[config.mk]
export PLATFORM = sky130hd
export DESIGN_NAME = bmwg_top
export DESIGN_NICKNAME = d
export VERILOG_FILES = /design/src/rtl/bmwg_pkg.sv /design/src/rtl/bmwg_top.sv
export SDC_FILE = /design/constraint.sdc
export NUM_CORES = 1
export LEC_CHECK = 0
export ABC_AREA = 1
export BUFFER_PORTS_ARGS = -buffer_cell sky130_fd_sc_hd__buf_2
export CORE_MARGIN = 2
export CORE_UTILIZATION = 35
export CTS_CLUSTER_SIZE = 14
export DETAILED_ROUTE_END_ITERATION = 7
export GPL_TIMING_DRIVEN = 0
export PLACE_DENSITY = 0.54
export RECOVER_POWER = 100
export SLEW_MARGIN = 20
export SYNTH_ARGS = -nofsm -noshare
export SYNTH_HDL_FRONTEND = slang
export SYNTH_SLANG_ARGS = --single-unit
[constraint.sdc]
create_clock -name mclk -period 6.95 [get_ports mclk]
set_input_delay 0.3475 -clock mclk [delete_from_list [all_inputs] [get_ports mclk]]
set_output_delay 0.3475 -clock mclk [all_outputs]
set_load 0.02 [all_outputs]
[src/rtl/bmwg_pkg.sv]
// Purpose: constants and types of the breaker write guard
// Assumes: 20 MHz mclk, 16-bit register port
// Notes:   shared by the top module and the bench
package bmwg_pkg;
  // ==========================================================
  // timing
  localparam int unsigned CLK_NS   = 50;
  localparam int unsigned TICK_NS  = 1000000; // one time unit, 1 ms
  localparam int unsigned TICK_CYC = TICK_NS / CLK_NS;
  // ==========================================================
  // register indices on the plain port
  localparam logic [3:0] REG_STATUS  = 4'h0;
  localparam logic [3:0] REG_ADDR    = 4'h1;
  localparam logic [3:0] REG_TIME_LO = 4'h2;
  localparam logic [3:0] REG_TIME_HI = 4'h3;
  localparam logic [3:0] REG_STMP_LO = 4'h4;
  localparam logic [3:0] REG_STMP_HI = 4'h5;
  localparam logic [3:0] REG_IRQ_ST  = 4'h6;
  localparam logic [3:0] REG_IRQ_CLR = 4'h7;
  localparam logic [3:0] REG_IRQ_EN  = 4'h8;
  localparam logic [3:0] REG_WAIT    = 4'h9;
  // reset values
  localparam logic [7:0]  SLAVE_ADDR_RST = 8'h7E; // 126
  localparam logic [15:0] WAIT_RST       = 16'h03E8;
  // ==========================================================
  // operator output control byte fields
  localparam int unsigned OC_SET  = 0;
  localparam int unsigned OC_CLR  = 1;
  localparam int unsigned OC_TRIP = 4;
  // position one-hot codes
  localparam logic [3:0] POS_CONN = 4'h1;
  localparam logic [3:0] POS_TEST = 4'h2;
  localparam logic [3:0] POS_DISC = 4'h4;
  localparam logic [3:0] POS_NONE = 4'h8;
  // exception codes
  localparam logic [7:0] EXC_NONE    = 8'h00;
  localparam logic [7:0] EXC_PROTECT = 8'h01;
  localparam logic [7:0] EXC_POSN    = 8'h04;
  // interrupt bits
  localparam int unsigned IRQ_W     = 4;
  localparam int unsigned IRQ_TRIP  = 0;
  localparam int unsigned IRQ_POS   = 1;
  localparam int unsigned IRQ_REF   = 2;
  localparam int unsigned IRQ_TMO   = 3;
  // ==========================================================
  // request classes
  typedef enum logic [3:0] {
    CLS_READ   = 4'h0, CLS_SWITCH = 4'h1, CLS_TRIPRST = 4'h2,
    CLS_PROT   = 4'h3, CLS_XPROT  = 4'h4, CLS_COMM    = 4'h5,
    CLS_MEAS   = 4'h6, CLS_MAINT  = 4'h7, CLS_WVTRIG  = 4'h8,
    CLS_WVREAD = 4'h9, CLS_THRESH = 4'hA, CLS_TIME    = 4'hB,
    CLS_TEXT   = 4'hC, CLS_MINMAX = 4'hD, CLS_USEROUT = 4'hE
  } bmwg_cls_e;
  typedef struct packed {
    bmwg_cls_e   cls;
    logic [31:0] data;
  } bmwg_req_s;
  typedef struct packed {
    logic on;
    logic spring;
    logic ready;
  } bmwg_brk_s;
endpackage : bmwg_pkg

[src/rtl/bmwg_top.sv]
// Purpose: write gating, status and output control of a breaker
//          communication module behind a Modbus slave
// Assumes: requests arrive decoded from the frame layer on mclk
// Notes:   pins pass a two-stage synchroniser
//
// Summary of operation
// - unbridged permit input forbids remote writes
// - protected writes refused while forbidden
// - diagnostic writes still accepted while forbidden
// - reads always served
// - slave address defaults to 126
// - tripped mode: output follows tripped switch
// - control bit 4 without set or clear bit selects tripped mode
// - set or clear bit returns operator mode
// - events time stamped, clock settable remotely
// - switching only in connected or test
// - free user input readable as status
// - breaker status from sensor exposed
// - position decoded one-hot from micro switches
// - no switch actuated keeps old position
// - indicator green after frame until timeout
`timescale 1ns/1ps
module bmwg_top #(
  parameter int unsigned TICK_CYC = bmwg_pkg::TICK_CYC
) (
  input  wire logic               mclk,
  input  wire logic               reset,
  // register port
  input  wire logic [3:0]         reg_addr,
  input  wire logic [15:0]        reg_wdata,
  input  wire logic               reg_wr,
  input  wire logic               reg_rd,
  output logic      [15:0]        reg_rdata,
  // decoded requests from the frame layer
  input  wire logic               req_valid,
  input  wire bmwg_pkg::bmwg_req_s req,
  input  wire logic               frame_ok,
  output logic                    resp_valid,
  output logic      [7:0]         resp_exc,
  output logic                    fwd_valid,
  output bmwg_pkg::bmwg_req_s     fwd_req,
  // internal breaker bus status
  input  wire logic               sensor_valid,
  input  wire bmwg_pkg::bmwg_brk_s sensor_data,
  input  wire logic               event_in,
  // pins
  input  wire logic               write_permit_input,
  input  wire logic               tripped_signal_switch,
  input  wire logic               rear_position_switch,
  input  wire logic               middle_position_switch,
  input  wire logic               front_position_switch,
  input  wire logic               user_input,
  output logic                    operator_output,
  output logic                    led_green,
  output logic                    led_red,
  output logic      [7:0]         slave_addr,
  output logic                    irq
);
  // ==========================================================
  // declarations
  localparam int unsigned IRQ_W_L = bmwg_pkg::IRQ_W;
  logic [5:0]  sync1_q;
  logic [5:0]  sync2_q;
  logic        permit;
  logic        trip_sw;
  logic        user_in;
  logic [2:0]  pos_sw;
  logic [3:0]  pos_q;
  logic        trip_d1_q;
  bmwg_pkg::bmwg_brk_s brk_q;
  logic        mode_trip_q;
  logic        op_val_q;
  logic [31:0] time_q;
  logic [31:0] stamp_q;
  logic [15:0] tick_q;
  logic        tick;
  logic [15:0] wait_q;
  logic [15:0] wait_cnt_q;
  logic        comm_q;
  logic [IRQ_W_L-1:0] irq_st_q;
  logic [IRQ_W_L-1:0] irq_en_q;
  logic [IRQ_W_L-1:0] irq_ev;
  logic        refused;
  logic        tmo_ev;
  logic        pos_ev;
  logic        trip_ev;
  logic [7:0]  exc_d;
  logic [7:0]  oc_byte;

  // true for classes that write protection blocks
  function automatic logic is_guarded(bmwg_pkg::bmwg_cls_e c);
    case (c)
      bmwg_pkg::CLS_SWITCH, bmwg_pkg::CLS_TRIPRST,
      bmwg_pkg::CLS_PROT, bmwg_pkg::CLS_XPROT,
      bmwg_pkg::CLS_COMM, bmwg_pkg::CLS_MEAS,
      bmwg_pkg::CLS_MAINT: is_guarded = 1'b1;
      default: is_guarded = 1'b0;
    endcase
  endfunction : is_guarded

  // ==========================================================
  // pin synchroniser
  always_ff @(posedge mclk or posedge reset) begin
    if (reset) begin
      sync1_q <= 6'h00;
      sync2_q <= 6'h00;
    end else begin
      sync1_q <= {user_input, front_position_switch,
                  middle_position_switch, rear_position_switch,
                  tripped_signal_switch, write_permit_input};
      sync2_q <= sync1_q;
    end
  end

  assign permit  = sync2_q[0];
  assign trip_sw = sync2_q[1];
  assign pos_sw  = sync2_q[4:2];
  assign user_in = sync2_q[5];

  // ==========================================================
  // position decode
  always_ff @(posedge mclk or posedge reset) begin
    if (reset) begin
      pos_q <= bmwg_pkg::POS_NONE;
    end else begin
      case (pos_sw)
        3'h1: pos_q <= bmwg_pkg::POS_CONN;
        3'h2: pos_q <= bmwg_pkg::POS_TEST;
        3'h4: pos_q <= bmwg_pkg::POS_DISC;
        default: pos_q <= pos_q;
      endcase
    end
  end

  assign pos_ev = (pos_sw == 3'h1 && pos_q != bmwg_pkg::POS_CONN)
               || (pos_sw == 3'h2 && pos_q != bmwg_pkg::POS_TEST)
               || (pos_sw == 3'h4 && pos_q != bmwg_pkg::POS_DISC);

  always_ff @(posedge mclk or posedge reset) begin
    if (reset) begin
      brk_q <= '0;
    end else if (sensor_valid) begin
      brk_q <= sensor_data;
    end
  end

  // trip edge detect
  always_ff @(posedge mclk or posedge reset) begin
    if (reset) begin
      trip_d1_q <= 1'b0;
    end else begin
      trip_d1_q <= trip_sw;
    end
  end
  assign trip_ev = trip_sw & ~trip_d1_q;

  // ==========================================================
  // request handling
  always_comb begin
    exc_d = bmwg_pkg::EXC_NONE;
    if (req.cls == bmwg_pkg::CLS_READ) begin
      exc_d = bmwg_pkg::EXC_NONE;
    end else if (is_guarded(req.cls) && !permit) begin
      exc_d = bmwg_pkg::EXC_PROTECT;
    end else if (req.cls == bmwg_pkg::CLS_SWITCH &&
                 pos_q != bmwg_pkg::POS_CONN &&
                 pos_q != bmwg_pkg::POS_TEST) begin
      exc_d = bmwg_pkg::EXC_POSN;
    end
  end
  assign refused = req_valid && (exc_d != bmwg_pkg::EXC_NONE);
  assign oc_byte = req.data[7:0];

  // answer and forward to the breaker bus
  always_ff @(posedge mclk or posedge reset) begin
    if (reset) begin
      resp_valid <= 1'b0;
      resp_exc   <= bmwg_pkg::EXC_NONE;
      fwd_valid  <= 1'b0;
      fwd_req    <= '0;
    end else begin
      resp_valid <= req_valid;
      fwd_valid  <= 1'b0;
      if (req_valid) begin
        resp_exc <= exc_d;
        if (exc_d == bmwg_pkg::EXC_NONE &&
            req.cls != bmwg_pkg::CLS_READ) begin
          fwd_valid <= 1'b1;
          fwd_req   <= req;
        end
      end
    end
  end

  // ==========================================================
  // operator output source
  always_ff @(posedge mclk or posedge reset) begin
    if (reset) begin
      mode_trip_q <= 1'b0;
      op_val_q    <= 1'b0;
    end else if (req_valid &&
                 req.cls == bmwg_pkg::CLS_USEROUT) begin
      // set or clear returns operator mode
      if (oc_byte[bmwg_pkg::OC_SET] |
          oc_byte[bmwg_pkg::OC_CLR]) begin
        mode_trip_q <= 1'b0;
        op_val_q    <= oc_byte[bmwg_pkg::OC_SET];
      end else if (oc_byte[bmwg_pkg::OC_TRIP]) begin
        mode_trip_q <= 1'b1;
      end
    end
  end

  always_ff @(posedge mclk or posedge reset) begin
    if (reset) begin
      operator_output <= 1'b0;
    end else begin
      operator_output <= mode_trip_q ? trip_sw : op_val_q;
    end
  end

  // ==========================================================
  // system time and event stamps
  assign tick = (tick_q == 16'(TICK_CYC - 1));
  always_ff @(posedge mclk or posedge reset) begin
    if (reset) begin
      tick_q <= 16'h0000;
    end else begin
      tick_q <= tick ? 16'h0000 : tick_q + 16'h0001;
    end
  end

  always_ff @(posedge mclk or posedge reset) begin
    if (reset) begin
      time_q <= 32'h00000000;
    end else if (req_valid && req.cls == bmwg_pkg::CLS_TIME) begin
      time_q <= req.data;
    end else if (tick) begin
      time_q <= time_q + 32'h00000001;
    end
  end

  always_ff @(posedge mclk or posedge reset) begin
    if (reset) begin
      stamp_q <= 32'h00000000;
    end else if (event_in | trip_ev | pos_ev) begin
      stamp_q <= time_q;
    end
  end

  // ==========================================================
  // communication indicator
  always_ff @(posedge mclk or posedge reset) begin
    if (reset) begin
      wait_cnt_q <= 16'h0000;
      comm_q     <= 1'b0;
    end else if (frame_ok) begin
      wait_cnt_q <= wait_q;
      comm_q     <= 1'b1;
    end else if (tick && comm_q) begin
      wait_cnt_q <= wait_cnt_q - 16'h0001;
      if (wait_cnt_q <= 16'h0001) begin
        comm_q <= 1'b0;
      end
    end
  end
  assign tmo_ev = tick && comm_q && !frame_ok &&
                  (wait_cnt_q <= 16'h0001);

  always_ff @(posedge mclk or posedge reset) begin
    if (reset) begin
      led_green <= 1'b0;
      led_red   <= 1'b1;
    end else begin
      led_green <= comm_q;
      led_red   <= ~comm_q;
    end
  end

  // ==========================================================
  // interrupts; a new event wins over a clear
  always_comb begin
    irq_ev = '0;
    irq_ev[bmwg_pkg::IRQ_TRIP] = trip_ev;
    irq_ev[bmwg_pkg::IRQ_POS]  = pos_ev;
    irq_ev[bmwg_pkg::IRQ_REF]  = refused;
    irq_ev[bmwg_pkg::IRQ_TMO]  = tmo_ev;
  end

  always_ff @(posedge mclk or posedge reset) begin
    if (reset) begin
      irq_st_q <= '0;
    end else if (reg_wr && reg_addr == bmwg_pkg::REG_IRQ_CLR) begin
      irq_st_q <= (irq_st_q & ~reg_wdata[IRQ_W_L-1:0]) | irq_ev;
    end else begin
      irq_st_q <= irq_st_q | irq_ev;
    end
  end

  always_ff @(posedge mclk or posedge reset) begin
    if (reset) begin
      irq <= 1'b0;
    end else begin
      irq <= |(irq_st_q & irq_en_q);
    end
  end

  // ==========================================================
  // register writes
  always_ff @(posedge mclk or posedge reset) begin
    if (reset) begin
      slave_addr <= bmwg_pkg::SLAVE_ADDR_RST;
      irq_en_q   <= '0;
      wait_q     <= bmwg_pkg::WAIT_RST;
    end else if (reg_wr) begin
      case (reg_addr)
        bmwg_pkg::REG_ADDR:   slave_addr <= reg_wdata[7:0];
        bmwg_pkg::REG_IRQ_EN: irq_en_q <= reg_wdata[IRQ_W_L-1:0];
        bmwg_pkg::REG_WAIT:   wait_q <= reg_wdata;
        default: ;
      endcase
    end
  end

  // register reads, data one cycle later
  always_ff @(posedge mclk or posedge reset) begin
    if (reset) begin
      reg_rdata <= 16'h0000;
    end else if (reg_rd) begin
      case (reg_addr)
        bmwg_pkg::REG_STATUS:
          reg_rdata <= {4'h0, mode_trip_q, op_val_q, permit, user_in,
                        1'b0, brk_q, pos_q};
        bmwg_pkg::REG_ADDR:    reg_rdata <= {8'h00, slave_addr};
        bmwg_pkg::REG_TIME_LO: reg_rdata <= time_q[15:0];
        bmwg_pkg::REG_TIME_HI: reg_rdata <= time_q[31:16];
        bmwg_pkg::REG_STMP_LO: reg_rdata <= stamp_q[15:0];
        bmwg_pkg::REG_STMP_HI: reg_rdata <= stamp_q[31:16];
        bmwg_pkg::REG_IRQ_ST:
          reg_rdata <= {12'h000, irq_st_q};
        bmwg_pkg::REG_IRQ_EN:
          reg_rdata <= {12'h000, irq_en_q};
        bmwg_pkg::REG_WAIT:    reg_rdata <= wait_q;
        default:               reg_rdata <= 16'h0000;
      endcase
    end else begin
      reg_rdata <= 16'h0000;
    end
  end
endmodule : bmwg_top
==> impl_metrics.yaml, run 1 <==
sta:
  final_hold_viol_count: 0
  fmax_ghz: 0.365
  max-slew-margin-rel_pct: -48.8
  worstMarginPinSlew_ps: 2220
  finClkSkew_ps: 10.3
  rsz0062_at_grt: "no"
  setup_viol: 0
  period_needed_ps: 2740
  slew_violations: 43
  finalCritPeriodShare_pct: 39.4
power_and_ir_drop:
  p_per_area_nw_per_um2: 284
  p_leak_nw: 6.51
  peakVddDrop_mv: 0.197
cts:
  postCtsSetupRepairBufs: 0
  cts_buffers: 26
  cts_tree: "built"
  clkTransAtPathRegs_ps: 60
  root_buffer: "clkbuf_16"
  clk-insertion-delay-late_ps: 540
  htreeDepth: 1
  clockBufferDepth: 3
  cts_sinks: 211
worst_hold_path:
  holdCritStartpoint: "req[13]"
  hp-class: "in -> reg"
  hold_depth: 3
  hold_end: "fwd_req[13]"
placed_design:
  portBuffers: 139
  routabilityCongestion: 0.891
  dpl.hpwl_um: 24500
  dp.cells: 1994
route:
  drt_iter0_drc: 796
  first_pass_iters: 7
  wirelength_um: 32300
  ant_nets: 0
  vias: 9774
  drc: 0
  wl_per_cell_um: 15.7
  viasPerCell: 4.77
outcome:
  outcome: "finished with violations"
  violations: "capacitance limit, slew limit"
setup_path:
  timing.rr.start: "tick_q[0]"
  reg2reg_to: "irq_st_q[3]"
  startpoint_type: "register"
  cp_max_fo: 10
  cp-end-kind: "register"
  required_ps: 7430
  worstPathArrival_ps: 3220
  worstSetupPathType: "reg -> reg"
  r2r_cells: 10
  r2r_setup_slack_ps: 4210
synth:
  synth_edf_count: 0
  synth-main-ff-cell: "dfrtp_1"
  synthCells: 1452
  synth.avg_cell_area_um2: 7.45
  synth_mux_area_share_pct: 0.382
  synth-compound-area-share_pct: 5.07
  synth-xor-area-share_pct: 1.86
  async_flop_share_pct: 100
  netlist_area_um2: 10800
  yosys.area_share.simple_pct: 35.7
  netlist-cell-type-count: 40
  ys_ff_latch: 211
  ys_seq_area_share_pct: 49.0
  synthAdderAreaFrac_pct: 0.463
  synth_top_family_by_area: "simple AND/OR/NAND/NOR gates"
  yosys_warnings: 0
layout:
  final_util_pct: 42.1
  multi_input_area_um2: 4650
  drive_gt1_share_pct: 10.4
  seqCellArea_um2: 5300
  instances_no_fill: 2049
  final_nets: 1711
  area_delta_synth_final_pct: 18.9
  diodes: 0
  num-fill-cells: 3208
floorplanning:
  ios: 147
  start_util_pct: 35.4
  chipWidth_um: 180
  row_count: 64
  dieArea_um2: 32300
  core-area_um2: 30500
  die_height_um: 180
global_route:
  grt_overflow_total: 0
  antenna_found_initial: 0
  grt_max_degree: 102
  grt_pass1_vias: 9574
  grt_pass1_wl_um: 52000
  grt_usage_pct: 19.9
flow_run:
  drv_cap: 1
## power by group
group	internal, W	total [W]	switching, W
combinational	0.000208	0.000614	0.000406
sequential	0.00142	0.00161	0.000191
clock	0.000885	0.00143	0.000543
total	0.00252	0.00366	0.00114
## timing repair
action	4_1_cts	5_1_grt
hold buffers	8	0
gates resized for setup	0	0
endpoints found under the hold margin	49	0
## metrics by stage
step	area, µm²	setup TNS [ps]	hold slack (ps)	worst slack [ps]	power (W)
3_5_place_dp	12100	0	336	4900	0.00227
6_report	12900	0	15.8	4210	0.00366
4_1_cts	13100	0	6.71	5060	0.00372
2_1_floorplan	10800	0	331	860	0.00200
5_1_grt	12900	0	21.6	3970	0.00386
3_3_place_gp	12000	-391470	336	-2010	0.00225
## how the worst max path moves through the flow
stage | start | endpoint | cells after the start
floorplan | reset | brk_q[0] | 1
CTS | tick_q[0] | comm_q | 10
global placement | reset | fwd_req[24] | 2
finish | tick_q[0] | irq_st_q[3] | 10
global route | tick_q[0] | irq_st_q[3] | 10
detailed placement | req[34] | fwd_req[20] | 10
## state kept, by name, summed over array words and instances, names as in the netlist, 6 cells and up
name	flops
time_q	32
wait_cnt_q	16
stamp_q	32
fwd_req	36
reg_rdata	16
tick_q	16
sync1_q	6
slave_addr	8
sync2_q	6
wait_q	16
## metal layers
metal	vias to the layer above	global-route usage, %	part of all wire (%)
met5	-	0	0
met4	0	4.62	2.0
met3	50	2.74	5.6
met2	304	32.2	45
met1	4530	28.4	47
li1	4890	-	-
## worst max-delay path, stage by stage (launching register included)
cell	delay, ps
dfrtp_1	370
ha_1	170
nand2_1	100
inv_1	80
nand2_1	50
nor2_1	280
nand3_1	360
nor2_1	590
clkbuf_1	470
nand2_1	130
nand2_1	80
## cell usage after synthesis (all sizes together) (2+ instances only)
| library cell | n | area, µm² |
|---|---|---|
| a21oi | 24 | 120 |
| a31oi | 2 | 12.5 |
| buf | 39 | 250 |
| clkbuf | 9 | 33.8 |
| clkinv | 2 | 7.51 |
| dfrtp | 197 | 4930 |
| dfstp | 14 | 368 |
| ha | 4 | 50.1 |
| inv | 137 | 514 |
| mux2 | 3 | 41.3 |
| nand2 | 591 | 2240 |
| nand3 | 164 | 833 |
| nand3b | 10 | 75.1 |
| nand4 | 4 | 25.0 |
| nor2 | 135 | 606 |
| nor3 | 13 | 70.1 |
| o211a | 2 | 20.0 |
| o211ai | 3 | 22.5 |
| o21ai | 70 | 350 |
| xnor2 | 4 | 35.0 |
| xor2 | 19 | 166 |
## cell usage in the layout, fill, tap and decap left out, types with 2 or more instances in the layout
cell type	n
o21ai_1	4
inv_2	6
clkinv_2	4
nand2_1	587
clkbuf_16	27
nand3_1	164
nor2_2	9
xnor2_1	4
a31oi_1	2
buf_16	2
nand2_2	4
o211a_1	2
ha_1	4
buf_4	10
clkbuf_8	10
bufinv_16	2
dfrtp_1	197
nor2_4	4
nand4_1	4
mux2_1	2
xor2_1	19
clkinv_1	2
clkbuf_1	102
dfstp_2	13
nor2_1	122
buf_2	75
nor3_1	12
o211ai_1	3
dlygate4sd3_1	8
o21ai_0	66
conb_1	6
nand3b_1	10
inv_1	130
a21oi_1	24
## cell type report
| cell class | instances | share of cell area, % |
|---|---|---|
| inverters | 139 | 4.07 |
| plain buffers | 48 | 1.83 |
| flip-flops and latches | 211 | 41.2 |
| repair buffers | 149 | 5.76 |
| multi-input cells | 1059 | 36.1 |
| clock inverters | 8 | 0.749 |
| clock buffers | 39 | 6.38 |
| well taps | 396 | 3.85 |
## kinds of logic after synthesis
family	after synthesis
adder cells (fa/ha/maj)	4
AO/OA/AOI/OAI	104
AND/OR/NAND/NOR	919
XOR/XNOR	23
multiplexers	3
flip-flops	211
buffers and inverters	187
other	1
No activity file was read; power rests on OpenSTA's default activity.
==> run 2, diff against run 1 <==
Clock period 6.95 ns to 2.6 ns, I/O delays scaled along.
==> impl_metrics.yaml, run 2 (same netlist as run 1, synthesis figures left out) <==
outcome:
  outcome: "finished clean"
sta:
  fmax_ghz: 0.472
  setup_viol: 0
  worstMarginPinSlew_ps: 837
  period_needed_ps: 2120
  final_hold_viol_count: 0
  rsz0062_at_grt: "no"
  finalCritPeriodShare_pct: 81.5
  tns_ps: 0
  slew_violations: 0
  finClkSkew_ps: 13.3
  max-slew-margin-rel_pct: 44.2
global_route:
  grt_overflow_total: 0
  grt_pass1_vias: 9776
  antenna_found_initial: 0
  grt_max_degree: 35
  grt_usage_pct: 20.0
  grt_pass1_wl_um: 52300
layout:
  largest_reg_flops: 36
  diodes: 0
  regMostFlops: "fwd_req"
  reg_top3: "fwd_req x36, stamp_q x32, time_q x32"
  drive_gt1_share_pct: 10.5
  final_nets: 1779
  layout_common_cells: "nand2_1, dfrtp_1, nand3_1"
  final_common_cell: "nand2_1"
  area_delta_synth_final_pct: 25.1
  final_area_um2: 13500
setup_path:
  startpoint_type: "primary input"
  cp_max_fo: 10
  required_ps: 3070
  crit_chain: "buf_2 > inv_1 > nand2_1 > nor2_1 > nand2_1 > clkbuf_1 > o21ai_0 > dlygate4sd3_1"
  worstSetupPathType: "in -> reg"
  worstPathArrival_ps: 2590
  cp-end-kind: "register"
  cpPeakStageDelay_ps: 570
  crit_top_cell: "nand2_1"
  slowest_stage: "dlygate4sd3_1"
route:
  ant_nets: 0
  drc: 0
  wirelength_um: 32800
  viasPerCell: 4.80
  vias: 10155
  wl_per_cell_um: 15.5
  first_pass_iters: 5
  drt_iter0_drc: 650
placed_design:
  portBuffers: 139
  routabilityCongestion: 0.887
  dpl_cell_area_um2: 12200
  dpl.hpwl_um: 24900
cts:
  cts_tree: "built"
  htreeDepth: 1
  clockBufferDepth: 3
  cts_sinks: 211
  root_buffer: "clkbuf_16"
  cts_buffers: 25
  clkTransAtPathRegs_ps: 60
  clk-insertion-delay-late_ps: 540
power_and_ir_drop:
  switching_share_pct: 31.0
  p_comb_share_pct: 17.9
  power.internal_w: 0.00669
  p_leak_nw: 6.79
  power.switching_w: 0.00301
  p_per_area_nw_per_um2: 718
  peakVddDrop_mv: 0.576
  clock_power_share_pct: 37.6
  power.total_w: 0.00970
  p_seq_share_pct: 44.4
floorplanning:
  core-area_um2: 30500
  dieArea_um2: 32300
  start_util_pct: 35.4
  die_height_um: 180
  row_count: 64
  chipWidth_um: 180
  ios: 147
flow_run:
  drv_cap: 0
worst_hold_path:
  hp-class: "in -> reg"
-- run 2: changes by cell type in the layout (fill, tap and decap cells not counted), sizes merged --
| cell | before | now |
|---|---|---|
| buf | 89 | 95 |
| bufinv | 2 | 4 |
| clkbuf | 139 | 136 |
| clkinv | 6 | 5 |
| dlygate4sd3 | 8 | 72 |
-- run 2: final cells by class --
class / instances / area (µm²)
clock inverter: 9 / 151
tap: 396 / 495
fill: 3178 / 17000
multi-input combinational: 1059 / 4680
clock buffer: 37 / 701
sequential: 211 / 5300
timing repair buffer: 218 / 1420
inverter: 139 / 523
buffer: 48 / 255
-- run 2: layer usage --
metal	part of all wire (%)	vias to the layer above	track usage (%)	wire length, µm
li1	-	5047	-	-
met5	0	-	0	0
met1	46	4739	27.9	15200
met2	46	313	33.0	15000
met4	2.5	0	5.63	820
met3	5.4	56	2.47	1790
-- run 2: final timing paths --
path / startpoint / endpoint / cells past startpoint / slack [ps]
worst max register to register: tick_q[0] / time_q[9] / 11 / 500
worst min register to register: sync1_q[0] / sync2_q[0] / 0 / 350
max in group asynchronous: reset / fwd_req[28] / 6 / 810
worst max-delay path: reg_addr[1] / slave_addr[4] / 8 / 480
worst min-delay path: event_in / stamp_q[30] / 4 / 30
min in group asynchronous: reset / slave_addr[0] / 3 / 230
-- run 2: critical path: cells and delay by family --
family | cells | cell delay, ps
compound gates | 1 | 210
buf+inv | 4 | 1180
simple gates | 3 | 1070
-- run 2: repair_timing --
action | in CTS | in global routing
gates resized for setup | 0 | 0
hold endpoints to repair | 168 | 0
hold buffers | 72 | 0
buffers inserted | 0 | 0
-- run 2: metrics by stage --
| step | instances | setup WS (ps) | hold WS, ps | util [%] |
|---|---|---|---|---|
| final | 2117 | 482 | 30.0 | 44.3 |
| after floorplan | 1457 | -261 | 161 | - |
| after global placement | 1992 | -1810 | 242 | 39.4 |
| after detailed placement | 1999 | 775 | 145 | 39.9 |
| after global routing | 2117 | 273 | 46.5 | 44.3 |
| after CTS | 2117 | 756 | 22.0 | 45.0 |
-- run 2: power groups by stage --
| stage | Combinational (W) | Clock [W] | Sequential, W |
|---|---|---|---|
| 2_1_floorplan | 0.00102 | 0 | 0.00434 |
| 3_3_place_gp | 0.00167 | 0 | 0.00435 |
| 3_5_place_dp | 0.00172 | 0 | 0.00435 |
| 4_1_cts | 0.00181 | 0.00374 | 0.00430 |
| 5_1_grt | 0.00198 | 0.00389 | 0.00438 |
| 6_report | 0.00174 | 0.00365 | 0.00431 |
